[src/dpc_defines.svh]
// Overview of operation
// - latch motor position on valid armed trigger
// - two independent inputs on limit switch pins
// - per input: one-time or continuous capture
// - one-time captures first qualifying edge after arming
// - one-time disarms itself after capture
// - continuous recaptures every qualifying edge, stays armed
// - edge polarity selectable rising or falling
// - writing 1 arms one-time capture
// - writing 2 arms continuous capture
// - writing 0 disarms the input
// - arm select coding: 0 stop, 1 once, 2 continuous
// - edge coding: 0 falling, 1 rising
// - event counter cleared on each activation
// - activation accepted only in fieldbus control mode
`ifndef DPC_DEFINES_SVH
`define DPC_DEFINES_SVH

// ==========================================================
// register byte offsets
`define DPC_OFS_A_ARM     12'h000
`define DPC_OFS_A_EDGE    12'h004
`define DPC_OFS_A_COUNT   12'h008
`define DPC_OFS_A_POS     12'h00C
`define DPC_OFS_B_ARM     12'h010
`define DPC_OFS_B_EDGE    12'h014
`define DPC_OFS_B_COUNT   12'h018
`define DPC_OFS_B_POS     12'h01C
`define DPC_OFS_STATUS    12'h020
`define DPC_OFS_MASK      12'h024
`define DPC_OFS_ARMED     12'h028

// ==========================================================
// field codes
`define DPC_ARM_STOP      2'h0
`define DPC_ARM_ONCE      2'h1
`define DPC_ARM_CONT      2'h2
`define DPC_EDGE_FALL     1'h0
`define DPC_EDGE_RISE     1'h1

// ==========================================================
// status bits: capture a, capture b, refused activation
`define DPC_ST_CAP_A      0
`define DPC_ST_CAP_B      1
`define DPC_ST_REFUSED    2
`define DPC_ST_W          3

`define DPC_ZERO32        32'h0000_0000
`define DPC_ZERO16        16'h0000
`define DPC_ONE16         16'h0001
`define DPC_ZERO_ST       3'h0

`endif

[src/dpc_pkg.sv]
package dpc_pkg;

   // ==========================================================
   // capture channel states
   typedef enum logic [2:0] {
      DPC_IDLE = 3'b001,
      DPC_ONCE = 3'b010,
      DPC_CONT = 3'b100
   } dpc_state_t;

   // ==========================================================
   // results of one channel
   typedef struct packed {
      logic [31:0] position;
      logic [15:0] count;
      logic        event_pulse;
      logic        armed;
   } dpc_result_t;

   // ==========================================================
   // commands to one channel
   typedef struct packed {
      logic       arm_write;
      logic [1:0] arm_code;
      logic       edge_rise;
   } dpc_ctrl_t;

endpackage : dpc_pkg

[src/dpc_top.sv]
// Local design decisions: the APB slave port and the placing of the registers.
`timescale 1ns/1ps
`include "dpc_defines.svh"

module dpc_top
(
   // clock and reset
   input  wire logic        clock,
   input  wire logic        rst,
   // apb slave
   input  wire logic        psel,
   input  wire logic        penable,
   input  wire logic        pwrite,
   input  wire logic [11:0] paddr,
   input  wire logic [31:0] pwdata,
   output logic [31:0]      prdata,
   output logic             pready,
   output logic             pslverr,
   // drive state
   input  wire logic        fieldbus_mode,
   input  wire logic [31:0] motor_position,
   // shared limit switch / capture pins
   input  wire logic        positive_limit_switch_input,
   input  wire logic        negative_limit_switch_input,
   // interrupt
   output logic             irq
);

   dpc_pkg::dpc_ctrl_t   ctrl_a;
   dpc_pkg::dpc_ctrl_t   ctrl_b;
   dpc_pkg::dpc_result_t res_a;
   dpc_pkg::dpc_result_t res_b;
   logic                 capture_a_edge_select;
   logic                 capture_b_edge_select;
   logic [1:0]           capture_a_arm_select;
   logic [1:0]           capture_b_arm_select;
   logic [2:0]           status_reg;
   logic [2:0]           mask_reg;
   logic [2:0]           status_next;
   logic [2:0]           mask_next;
   logic                 wr;
   logic                 rd;
   logic                 arm_a_wr;
   logic                 arm_b_wr;
   logic                 arm_code_ok;
   logic                 refused;

   // ==========================================================
   // apb decode: one wait state, two access phase cycles
   assign wr = psel && penable && pwrite && !pready;
   assign rd = psel && penable && !pwrite && !pready;
   assign arm_code_ok = pwdata[1:0] == `DPC_ARM_STOP ||
                        pwdata[1:0] == `DPC_ARM_ONCE ||
                        pwdata[1:0] == `DPC_ARM_CONT;

   // stop is always honoured; starts need fieldbus mode
   assign arm_a_wr = wr && paddr == `DPC_OFS_A_ARM && arm_code_ok &&
                     (fieldbus_mode ||
                      pwdata[1:0] == `DPC_ARM_STOP);
   assign arm_b_wr = wr && paddr == `DPC_OFS_B_ARM && arm_code_ok &&
                     (fieldbus_mode ||
                      pwdata[1:0] == `DPC_ARM_STOP);
   assign refused  = wr && arm_code_ok && !fieldbus_mode &&
                     pwdata[1:0] != `DPC_ARM_STOP &&
                     (paddr == `DPC_OFS_A_ARM ||
                      paddr == `DPC_OFS_B_ARM);

   assign ctrl_a = '{arm_write: arm_a_wr, arm_code: pwdata[1:0],
                     edge_rise: capture_a_edge_select};
   assign ctrl_b = '{arm_write: arm_b_wr, arm_code: pwdata[1:0],
                     edge_rise: capture_b_edge_select};

   // ==========================================================
   // two independent channels on the limit switch pins
   dpc_channel u_capture_input_a
   (
      .clock          (clock),
      .rst            (rst),
      .pin_in         (positive_limit_switch_input),
      .motor_position (motor_position),
      .ctrl           (ctrl_a),
      .result         (res_a)
   );

   dpc_channel u_capture_input_b
   (
      .clock          (clock),
      .rst            (rst),
      .pin_in         (negative_limit_switch_input),
      .motor_position (motor_position),
      .ctrl           (ctrl_b),
      .result         (res_b)
   );

   // ==========================================================
   // settings registers
   always_ff @(posedge clock)
   begin
      if (rst)
      begin
         capture_a_edge_select <= `DPC_EDGE_FALL;
         capture_b_edge_select <= `DPC_EDGE_FALL;
         mask_reg              <= `DPC_ZERO_ST;
      end
      else if (wr)
      begin
         if (paddr == `DPC_OFS_A_EDGE)
            capture_a_edge_select <= pwdata[0];
         if (paddr == `DPC_OFS_B_EDGE)
            capture_b_edge_select <= pwdata[0];
         if (paddr == `DPC_OFS_MASK)
            mask_reg <= pwdata[2:0];
      end
   end

   // last accepted code while armed, stop once the channel disarms; shown on read
   always_ff @(posedge clock)
   begin
      if (rst)
      begin
         capture_a_arm_select <= `DPC_ARM_STOP;
         capture_b_arm_select <= `DPC_ARM_STOP;
      end
      else
      begin
         if (arm_a_wr)
            capture_a_arm_select <= pwdata[1:0];
         else if (!res_a.armed)
            capture_a_arm_select <= `DPC_ARM_STOP;
         if (arm_b_wr)
            capture_b_arm_select <= pwdata[1:0];
         else if (!res_b.armed)
            capture_b_arm_select <= `DPC_ARM_STOP;
      end
   end

   // irq must see a mask write in the same edge as the status it gates
   assign mask_next = (wr && paddr == `DPC_OFS_MASK) ? pwdata[2:0] :
                      mask_reg;

   // ==========================================================
   // sticky status, write one to clear; set wins over clear
   always_comb
   begin
      status_next = status_reg;
      if (wr && paddr == `DPC_OFS_STATUS)
         status_next = status_next & ~pwdata[2:0];
      if (res_a.event_pulse)
         status_next[`DPC_ST_CAP_A] = 1'b1;
      if (res_b.event_pulse)
         status_next[`DPC_ST_CAP_B] = 1'b1;
      if (refused)
         status_next[`DPC_ST_REFUSED] = 1'b1;
   end

   always_ff @(posedge clock)
   begin
      if (rst)
      begin
         status_reg <= `DPC_ZERO_ST;
         irq        <= 1'b0;
      end
      else
      begin
         status_reg <= status_next;
         irq        <= |(status_next & mask_next);
      end
   end

   // ==========================================================
   // apb answer and read mux
   always_ff @(posedge clock)
   begin
      if (rst)
      begin
         pready  <= 1'b0;
         pslverr <= 1'b0;
         prdata  <= `DPC_ZERO32;
      end
      else
      begin
         pready  <= psel && penable && !pready;
         pslverr <= 1'b0;
         prdata  <= `DPC_ZERO32;
         if (psel && penable && !pready)
         begin
            unique case (paddr)
               `DPC_OFS_A_ARM, `DPC_OFS_B_ARM:
                  pslverr <= pwrite && !(arm_code_ok && !refused);
               `DPC_OFS_A_EDGE, `DPC_OFS_B_EDGE, `DPC_OFS_STATUS,
               `DPC_OFS_MASK:
                  pslverr <= 1'b0;
               `DPC_OFS_A_COUNT, `DPC_OFS_B_COUNT, `DPC_OFS_A_POS,
               `DPC_OFS_B_POS, `DPC_OFS_ARMED:
                  pslverr <= pwrite;
               default:
                  pslverr <= 1'b1;
            endcase
         end
         if (rd)
         begin
            unique case (paddr)
               `DPC_OFS_A_ARM:   prdata[1:0]  <= capture_a_arm_select;
               `DPC_OFS_B_ARM:   prdata[1:0]  <= capture_b_arm_select;
               `DPC_OFS_A_EDGE:  prdata[0]    <= capture_a_edge_select;
               `DPC_OFS_B_EDGE:  prdata[0]    <= capture_b_edge_select;
               `DPC_OFS_A_COUNT: prdata[15:0] <= res_a.count;
               `DPC_OFS_B_COUNT: prdata[15:0] <= res_b.count;
               `DPC_OFS_A_POS:   prdata       <= res_a.position;
               `DPC_OFS_B_POS:   prdata       <= res_b.position;
               `DPC_OFS_STATUS:  prdata[2:0]  <= status_reg;
               `DPC_OFS_MASK:    prdata[2:0]  <= mask_reg;
               `DPC_OFS_ARMED:   prdata[1:0]  <= {res_b.armed,
                                                  res_a.armed};
               default:          prdata       <= `DPC_ZERO32;
            endcase
         end
      end
   end

   a_refuse_mode: assert property (@(posedge clock) disable iff (rst)
      (wr && !fieldbus_mode && paddr == `DPC_OFS_A_ARM && !res_a.armed &&
       pwdata[1:0] == `DPC_ARM_ONCE) |=> !res_a.armed)
      else $error("activation accepted outside fieldbus mode");
   a_refuse_b: assert property (@(posedge clock) disable iff (rst)
      (wr && !fieldbus_mode && paddr == `DPC_OFS_B_ARM && !res_b.armed &&
       pwdata[1:0] == `DPC_ARM_CONT) |=> !res_b.armed)
      else $error("channel b armed outside fieldbus mode");
   a_refuse_flag: assert property (@(posedge clock) disable iff (rst)
      refused |=> status_reg[`DPC_ST_REFUSED])
      else $error("refused activation not flagged");
   a_cap_status: assert property (@(posedge clock) disable iff (rst)
      res_a.event_pulse |=> status_reg[`DPC_ST_CAP_A])
      else $error("capture a not flagged in status");
   a_pready_pulse: assert property (@(posedge clock) disable iff (rst)
      pready |=> !pready)
      else $error("pready stood longer than one cycle");
   a_arm_once: assert property (@(posedge clock) disable iff (rst)
      arm_a_wr && pwdata[1:0] == `DPC_ARM_ONCE |=> res_a.armed)
      else $error("write of one did not arm");
   a_arm_cont: assert property (@(posedge clock) disable iff (rst)
      arm_b_wr && pwdata[1:0] == `DPC_ARM_CONT |=> res_b.armed)
      else $error("write of two did not arm");
   a_irq_level: assert property (@(posedge clock) disable iff (rst)
      ##1 irq == |(status_reg & mask_reg))
      else $error("interrupt does not follow status and mask");

   c_refused: cover property (@(posedge clock) refused);
   c_both: cover property (@(posedge clock)
      res_a.event_pulse && res_b.event_pulse);

endmodule : dpc_top

[src/dpc_sync.sv]
`timescale 1ns/1ps

module dpc_sync
(
   // clock and reset
   input  wire logic clock,
   input  wire logic rst,
   // pin
   input  wire logic pin_in,
   // synchronised level
   output logic      level_out
);

   logic meta_reg;

   // ==========================================================
   // two stage synchroniser; meta_reg feeds level_out only
   always_ff @(posedge clock)
   begin
      if (rst)
      begin
         meta_reg  <= 1'b0;
         level_out <= 1'b0;
      end
      else
      begin
         meta_reg  <= pin_in;
         level_out <= meta_reg;
      end
   end

endmodule : dpc_sync

[src/dpc_channel.sv]
`timescale 1ns/1ps
`include "dpc_defines.svh"

module dpc_channel
(
   // clock and reset
   input  wire logic                   clock,
   input  wire logic                   rst,
   // pin and position
   input  wire logic                   pin_in,
   input  wire logic [31:0]            motor_position,
   // control
   input  wire dpc_pkg::dpc_ctrl_t     ctrl,
   // result
   output dpc_pkg::dpc_result_t        result
);

   logic                level;
   logic                level_d_reg;
   logic                edge_hit;
   dpc_pkg::dpc_state_t state_reg;
   logic                edge_rise_reg;

   dpc_sync u_sync
   (
      .clock     (clock),
      .rst       (rst),
      .pin_in    (pin_in),
      .level_out (level)
   );

   // ==========================================================
   // edge detection on the synchronised level
   always_ff @(posedge clock)
   begin
      if (rst)
         level_d_reg <= 1'b0;
      else
         level_d_reg <= level;
   end

   assign edge_hit = (edge_rise_reg == `DPC_EDGE_RISE) ?
                     (level & ~level_d_reg) : (~level & level_d_reg);

   always_ff @(posedge clock)
   begin
      if (rst)
         edge_rise_reg <= `DPC_EDGE_FALL;
      else if (ctrl.arm_write)
         edge_rise_reg <= ctrl.edge_rise;
   end

   // ==========================================================
   // arming state; a fresh arm write wins over a pending edge
   always_ff @(posedge clock)
   begin
      if (rst)
         state_reg <= dpc_pkg::DPC_IDLE;
      else if (ctrl.arm_write)
      begin
         unique case (ctrl.arm_code)
            `DPC_ARM_ONCE: state_reg <= dpc_pkg::DPC_ONCE;
            `DPC_ARM_CONT: state_reg <= dpc_pkg::DPC_CONT;
            default:       state_reg <= dpc_pkg::DPC_IDLE;
         endcase
      end
      else
      begin
         unique case (state_reg)
            dpc_pkg::DPC_ONCE:
               if (edge_hit)
                  state_reg <= dpc_pkg::DPC_IDLE;
            dpc_pkg::DPC_CONT: state_reg <= dpc_pkg::DPC_CONT;
            dpc_pkg::DPC_IDLE: state_reg <= dpc_pkg::DPC_IDLE;
            default:           state_reg <= dpc_pkg::DPC_IDLE;
         endcase
      end
   end

   logic capture;
   assign capture = edge_hit && !ctrl.arm_write &&
                    (state_reg != dpc_pkg::DPC_IDLE);

   // ==========================================================
   // latched position, counter, event pulse
   always_ff @(posedge clock)
   begin
      if (rst)
      begin
         result <= '0;
      end
      else
      begin
         result.event_pulse <= capture;
         result.armed <= ctrl.arm_write ?
                         (ctrl.arm_code == `DPC_ARM_ONCE ||
                          ctrl.arm_code == `DPC_ARM_CONT) :
                         (state_reg != dpc_pkg::DPC_IDLE &&
                          !(state_reg == dpc_pkg::DPC_ONCE && edge_hit));
         if (ctrl.arm_write && ctrl.arm_code != `DPC_ARM_STOP)
            result.count <= `DPC_ZERO16;
         else if (capture)
            result.count <= result.count + `DPC_ONE16;
         if (capture)
            result.position <= motor_position;
      end
   end

   a_once_disarms: assert property (@(posedge clock) disable iff (rst)
      (state_reg == dpc_pkg::DPC_ONCE && edge_hit && !ctrl.arm_write)
      |=> state_reg == dpc_pkg::DPC_IDLE)
      else $error("one-time capture stayed armed");
   a_cont_stays: assert property (@(posedge clock) disable iff (rst)
      (state_reg == dpc_pkg::DPC_CONT && !ctrl.arm_write)
      |=> state_reg == dpc_pkg::DPC_CONT)
      else $error("continuous capture lost arming");
   a_pos_latched: assert property (@(posedge clock) disable iff (rst)
      capture |=> result.position == $past(motor_position))
      else $error("position not latched");
   a_idle_no_cap: assert property (@(posedge clock) disable iff (rst)
      (state_reg == dpc_pkg::DPC_IDLE) |=> !result.event_pulse)
      else $error("capture while disarmed");
   a_stop_disarms: assert property (@(posedge clock) disable iff (rst)
      (ctrl.arm_write && ctrl.arm_code == `DPC_ARM_STOP)
      |=> state_reg == dpc_pkg::DPC_IDLE)
      else $error("stop did not disarm");
   a_count_clear: assert property (@(posedge clock) disable iff (rst)
      (ctrl.arm_write && ctrl.arm_code != `DPC_ARM_STOP)
      |=> result.count == `DPC_ZERO16)
      else $error("counter not cleared on activation");
   a_edge_polarity: assert property (@(posedge clock) disable iff (rst)
      capture |-> (level != level_d_reg && level == edge_rise_reg))
      else $error("capture on wrong edge");
   a_count_step: assert property (@(posedge clock) disable iff (rst)
      (capture && !ctrl.arm_write)
      |=> result.count == $past(result.count) + `DPC_ONE16)
      else $error("counter did not advance");

   c_once: cover property (@(posedge clock)
      state_reg == dpc_pkg::DPC_ONCE && capture);
   c_cont_two: cover property (@(posedge clock)
      state_reg == dpc_pkg::DPC_CONT && capture ##[1:50] capture);
   c_fall: cover property (@(posedge clock)
      capture && !edge_rise_reg);

endmodule : dpc_channel

[config.mk]
export PLATFORM = sky130hd
export DESIGN_NAME = dpc_top
export DESIGN_NICKNAME = d
export VERILOG_FILES = /design/src/dpc_pkg.sv /design/src/dpc_top.sv /design/src/dpc_sync.sv /design/src/dpc_channel.sv
export VERILOG_INCLUDE_DIRS = /design/src
export SDC_FILE = /design/constraint.sdc
export NUM_CORES = 1
export LEC_CHECK = 0
export CAP_MARGIN = 40
export CORE_MARGIN = 10
export CORE_UTILIZATION = 57
export CTS_CLUSTER_SIZE = 24
export DETAILED_ROUTE_END_ITERATION = 10
export DONT_BUFFER_PORTS = 1
export HOLD_SLACK_MARGIN = 0.12
export PLACE_DENSITY = 0.83
export SYNTH_ARGS = -nofsm -noshare
export SYNTH_HDL_FRONTEND = slang
export SYNTH_SLANG_ARGS = --single-unit
[constraint.sdc]
create_clock -name clock -period 1.9 [get_ports clock]
set_input_delay 0.19 -clock clock [delete_from_list [all_inputs] [get_ports clock]]
set_output_delay 0.19 -clock clock [all_outputs]
set_load 0.02 [all_outputs]
==> results.ini <==
[run_status]
status=complete, but fails checks
failed_checks=hold timing, setup timing

[drt]
drt-met1-wl_mm=8.72
wl_per_cell_um=24.1
dr_wl_met2_mm=11.1
firstDrtPassIters=9
wl_mm=24.1
vias=6724
drtIter0Drc=837
via_per_inst=6.72
drc=0
wl_met3_mm=2.69
ant_nets=0
top_layer_used=met4

[power_and_ir_drop]
leakagePower_nw=3.11
peakVddDrop_mv=0.643
powerDensity_nw_per_um2=750
p_total_mw=6.77

[synth]
yosys_warnings=0
synth-xor-area-share=0.0227
synth_area_leaders=dfxtp_1, mux2i_1, nand2_1
synth_top_family_by_area=simple AND/OR/NAND/NOR gates
ys_seq_area_frac=0.464
synth_seq_cells=161
postSynthNetCount=866
synthMuxAreaShare=0.0910
synth_simple_gate_area_frac=0.222
async_reset_ff_frac=0
synth_top_area_share=0.464
synthAdderAreaFrac=0.0108
synth_common_cells=dfxtp_1, nand2_1, nor2_1
synth-edff-count=0
yosysTopAreaCell=dfxtp_1
syn-cell-area_um2=6940
synth-compound-area-share=0.149
syn_inst=776
syn-mean-instance-area_um2=8.95
synthFlopType=dfxtp_1
yosysMostFrequentCell=dfxtp_1
yosysUniqueCellTypes=66

[setup_path]
crit_fanout=6
rr_worst_depth=8
critPathArrivalTime_ns=2.43
crit_type=reg -> reg
reg2reg_slack_ns=-0.22
end_kind=register
r2r_start=pready
crit_path_start_kind=register
required_ns=2.22
r2r_end=u_capture_input_a.result[36]

[placement]
port_buffers=0
pre_cts_ws_ns=-0.182
dp.cells=927
place_area_um2=7440
hpwl_mm=12.7
gp_congestion=0.859

[min_path]
hp-class=in -> reg
whs_path_depth=1
hp-start=rst
holdPathEnd=u_capture_input_b.result[21]

[timing]
timing.hold.ws_ns=-0.183
max_slew.worst_pin.slew_ns=0.763
period_share=1.11
tns_ns=-7.57
finalCriticalPeriod_ns=2.12
hold_viol_final=89
maxSlewHeadroom=0.489
slew_violations=0
finalSetupViolCount=78
finalWorstSetupSlack_ns=-0.218
rsz0062_at_grt=true
finClkSkew_ns=0.0108
fmax_ghz=0.472

[floorplanning]
fp.coreArea_um2=12000
die-width_um=130
die_y_um=130
start_util=0.581
io_pins=119
rows=40
dieArea_um2=17000

[cells_and_area]
reg.largest.list=u_capture_input_a.result: 50 flops, u_capture_input_b.result: 50 flops, prdata: 32 flops
fin_nets=930
antenna_cells=0
fin_cells=1000
area_growth_pct=29.9
drive_gt1_frac=0.273
stdcell_area_um2=9020
final_core_utilization=0.754

[cts]
insertion_delay_ns=0.44
cts_tree=yes
clk_pin_slew_worst_paths_ns=0.08
cts-hold-fix-buffers=16
htreeDepth=4
cts_buffer_depth=2
cts.sinks=161
root_buffer=clkbuf_16
cts_inserted_buffers=17

[grt]
antenna_found_initial=0
grt_usage=0.236
grt_max_degree=103
grt_pass1_wl_mm=31.7
grt_remaining_overflow=0
grt_pass1_vias=6369

[flow_run]
maxCapViolations=0

-- metal layers --
metal  track usage  up-vias
met5             0        -
met4         0.129        0
met3        0.0834      137
met2         0.378      501
met1         0.271     3197
li1              -     2889
-- worst max-delay path, cell delays in order, from the launching register on --
cell	delay [ns]
dfxtp_4	0.34
and4b_1	0.20
and4b_2	0.28
buf_12	0.17
a211oi_4	0.28
buf_6	0.20
clkbuf_16	0.17
mux2i_1	0.25
nor2_1	0.11
-- final cells by class --
class	instances	area (um^2)
clock buffer	20	437
clock inverter	12	101
fill	693	2940
inverter	12	45.0
multi-input combinational	552	3940
sequential	161	3230
tap	147	184
timing repair buffer	96	1080
-- repair_timing --
item,4_1_cts,5_1_grt
endpoints found under the setup margin,92,105
buffers inserted,8,8
resized for setup,13,121
pin swaps,4,57
endpoints found under the hold margin,138,93
gates cloned,1,8
-- power by group --
| group | total (mW) | internal, mW | switching [mW] |
|---|---|---|---|
| Combinational | 0.166 | 0.0847 | 0.0813 |
| Clock | 3.22 | 1.70 | 1.52 |
| Sequential | 3.38 | 3.38 | 0.00404 |
-- placed cells by master, fill, tap and decap left out, drive strengths merged, types with 9 or more instances in the layout --
cell	Yosys	layout
dlygate4sd3	0	16
mux2i	44	44
a2111oi	10	10
clkbuf	27	27
a22oi	24	24
inv	12	17
dfxtp	161	161
a211oi	9	9
o21ai	10	10
nand3	20	20
xnor2	18	18
nor2b	12	12
a21oi	69	69
mux2	15	15
nor2	92	92
nand2	109	109
buf	24	73
-- worst max-delay path by stage --
stage / startpoint / endpoint / slack, ns / cells after the start
3_3_place_gp: paddr[1] / irq / -0.15 / 6
4_1_cts: pready / u_capture_input_b.result[11] / -0.07 / 6
6_report: pready / u_capture_input_a.result[36] / -0.22 / 8
3_5_place_dp: u_capture_input_b.edge_rise_reg / u_capture_input_b.result[44] / -0.18 / 7
5_1_grt: pready / u_capture_input_a.result[36] / -0.28 / 8
2_1_floorplan: pready / u_capture_input_a.result[16] / -0.1 / 6
-- kinds of logic after synthesis --
group / after synthesis
adders and majority gates: 6
and+or+nand+nor: 312
AOI/OAI and AO/OA: 156
buffers and inverters: 63
xor gates and xnor gates: 18
muxes: 60
DFF: 161
Note: power is estimated with default switching activity, not from simulation.
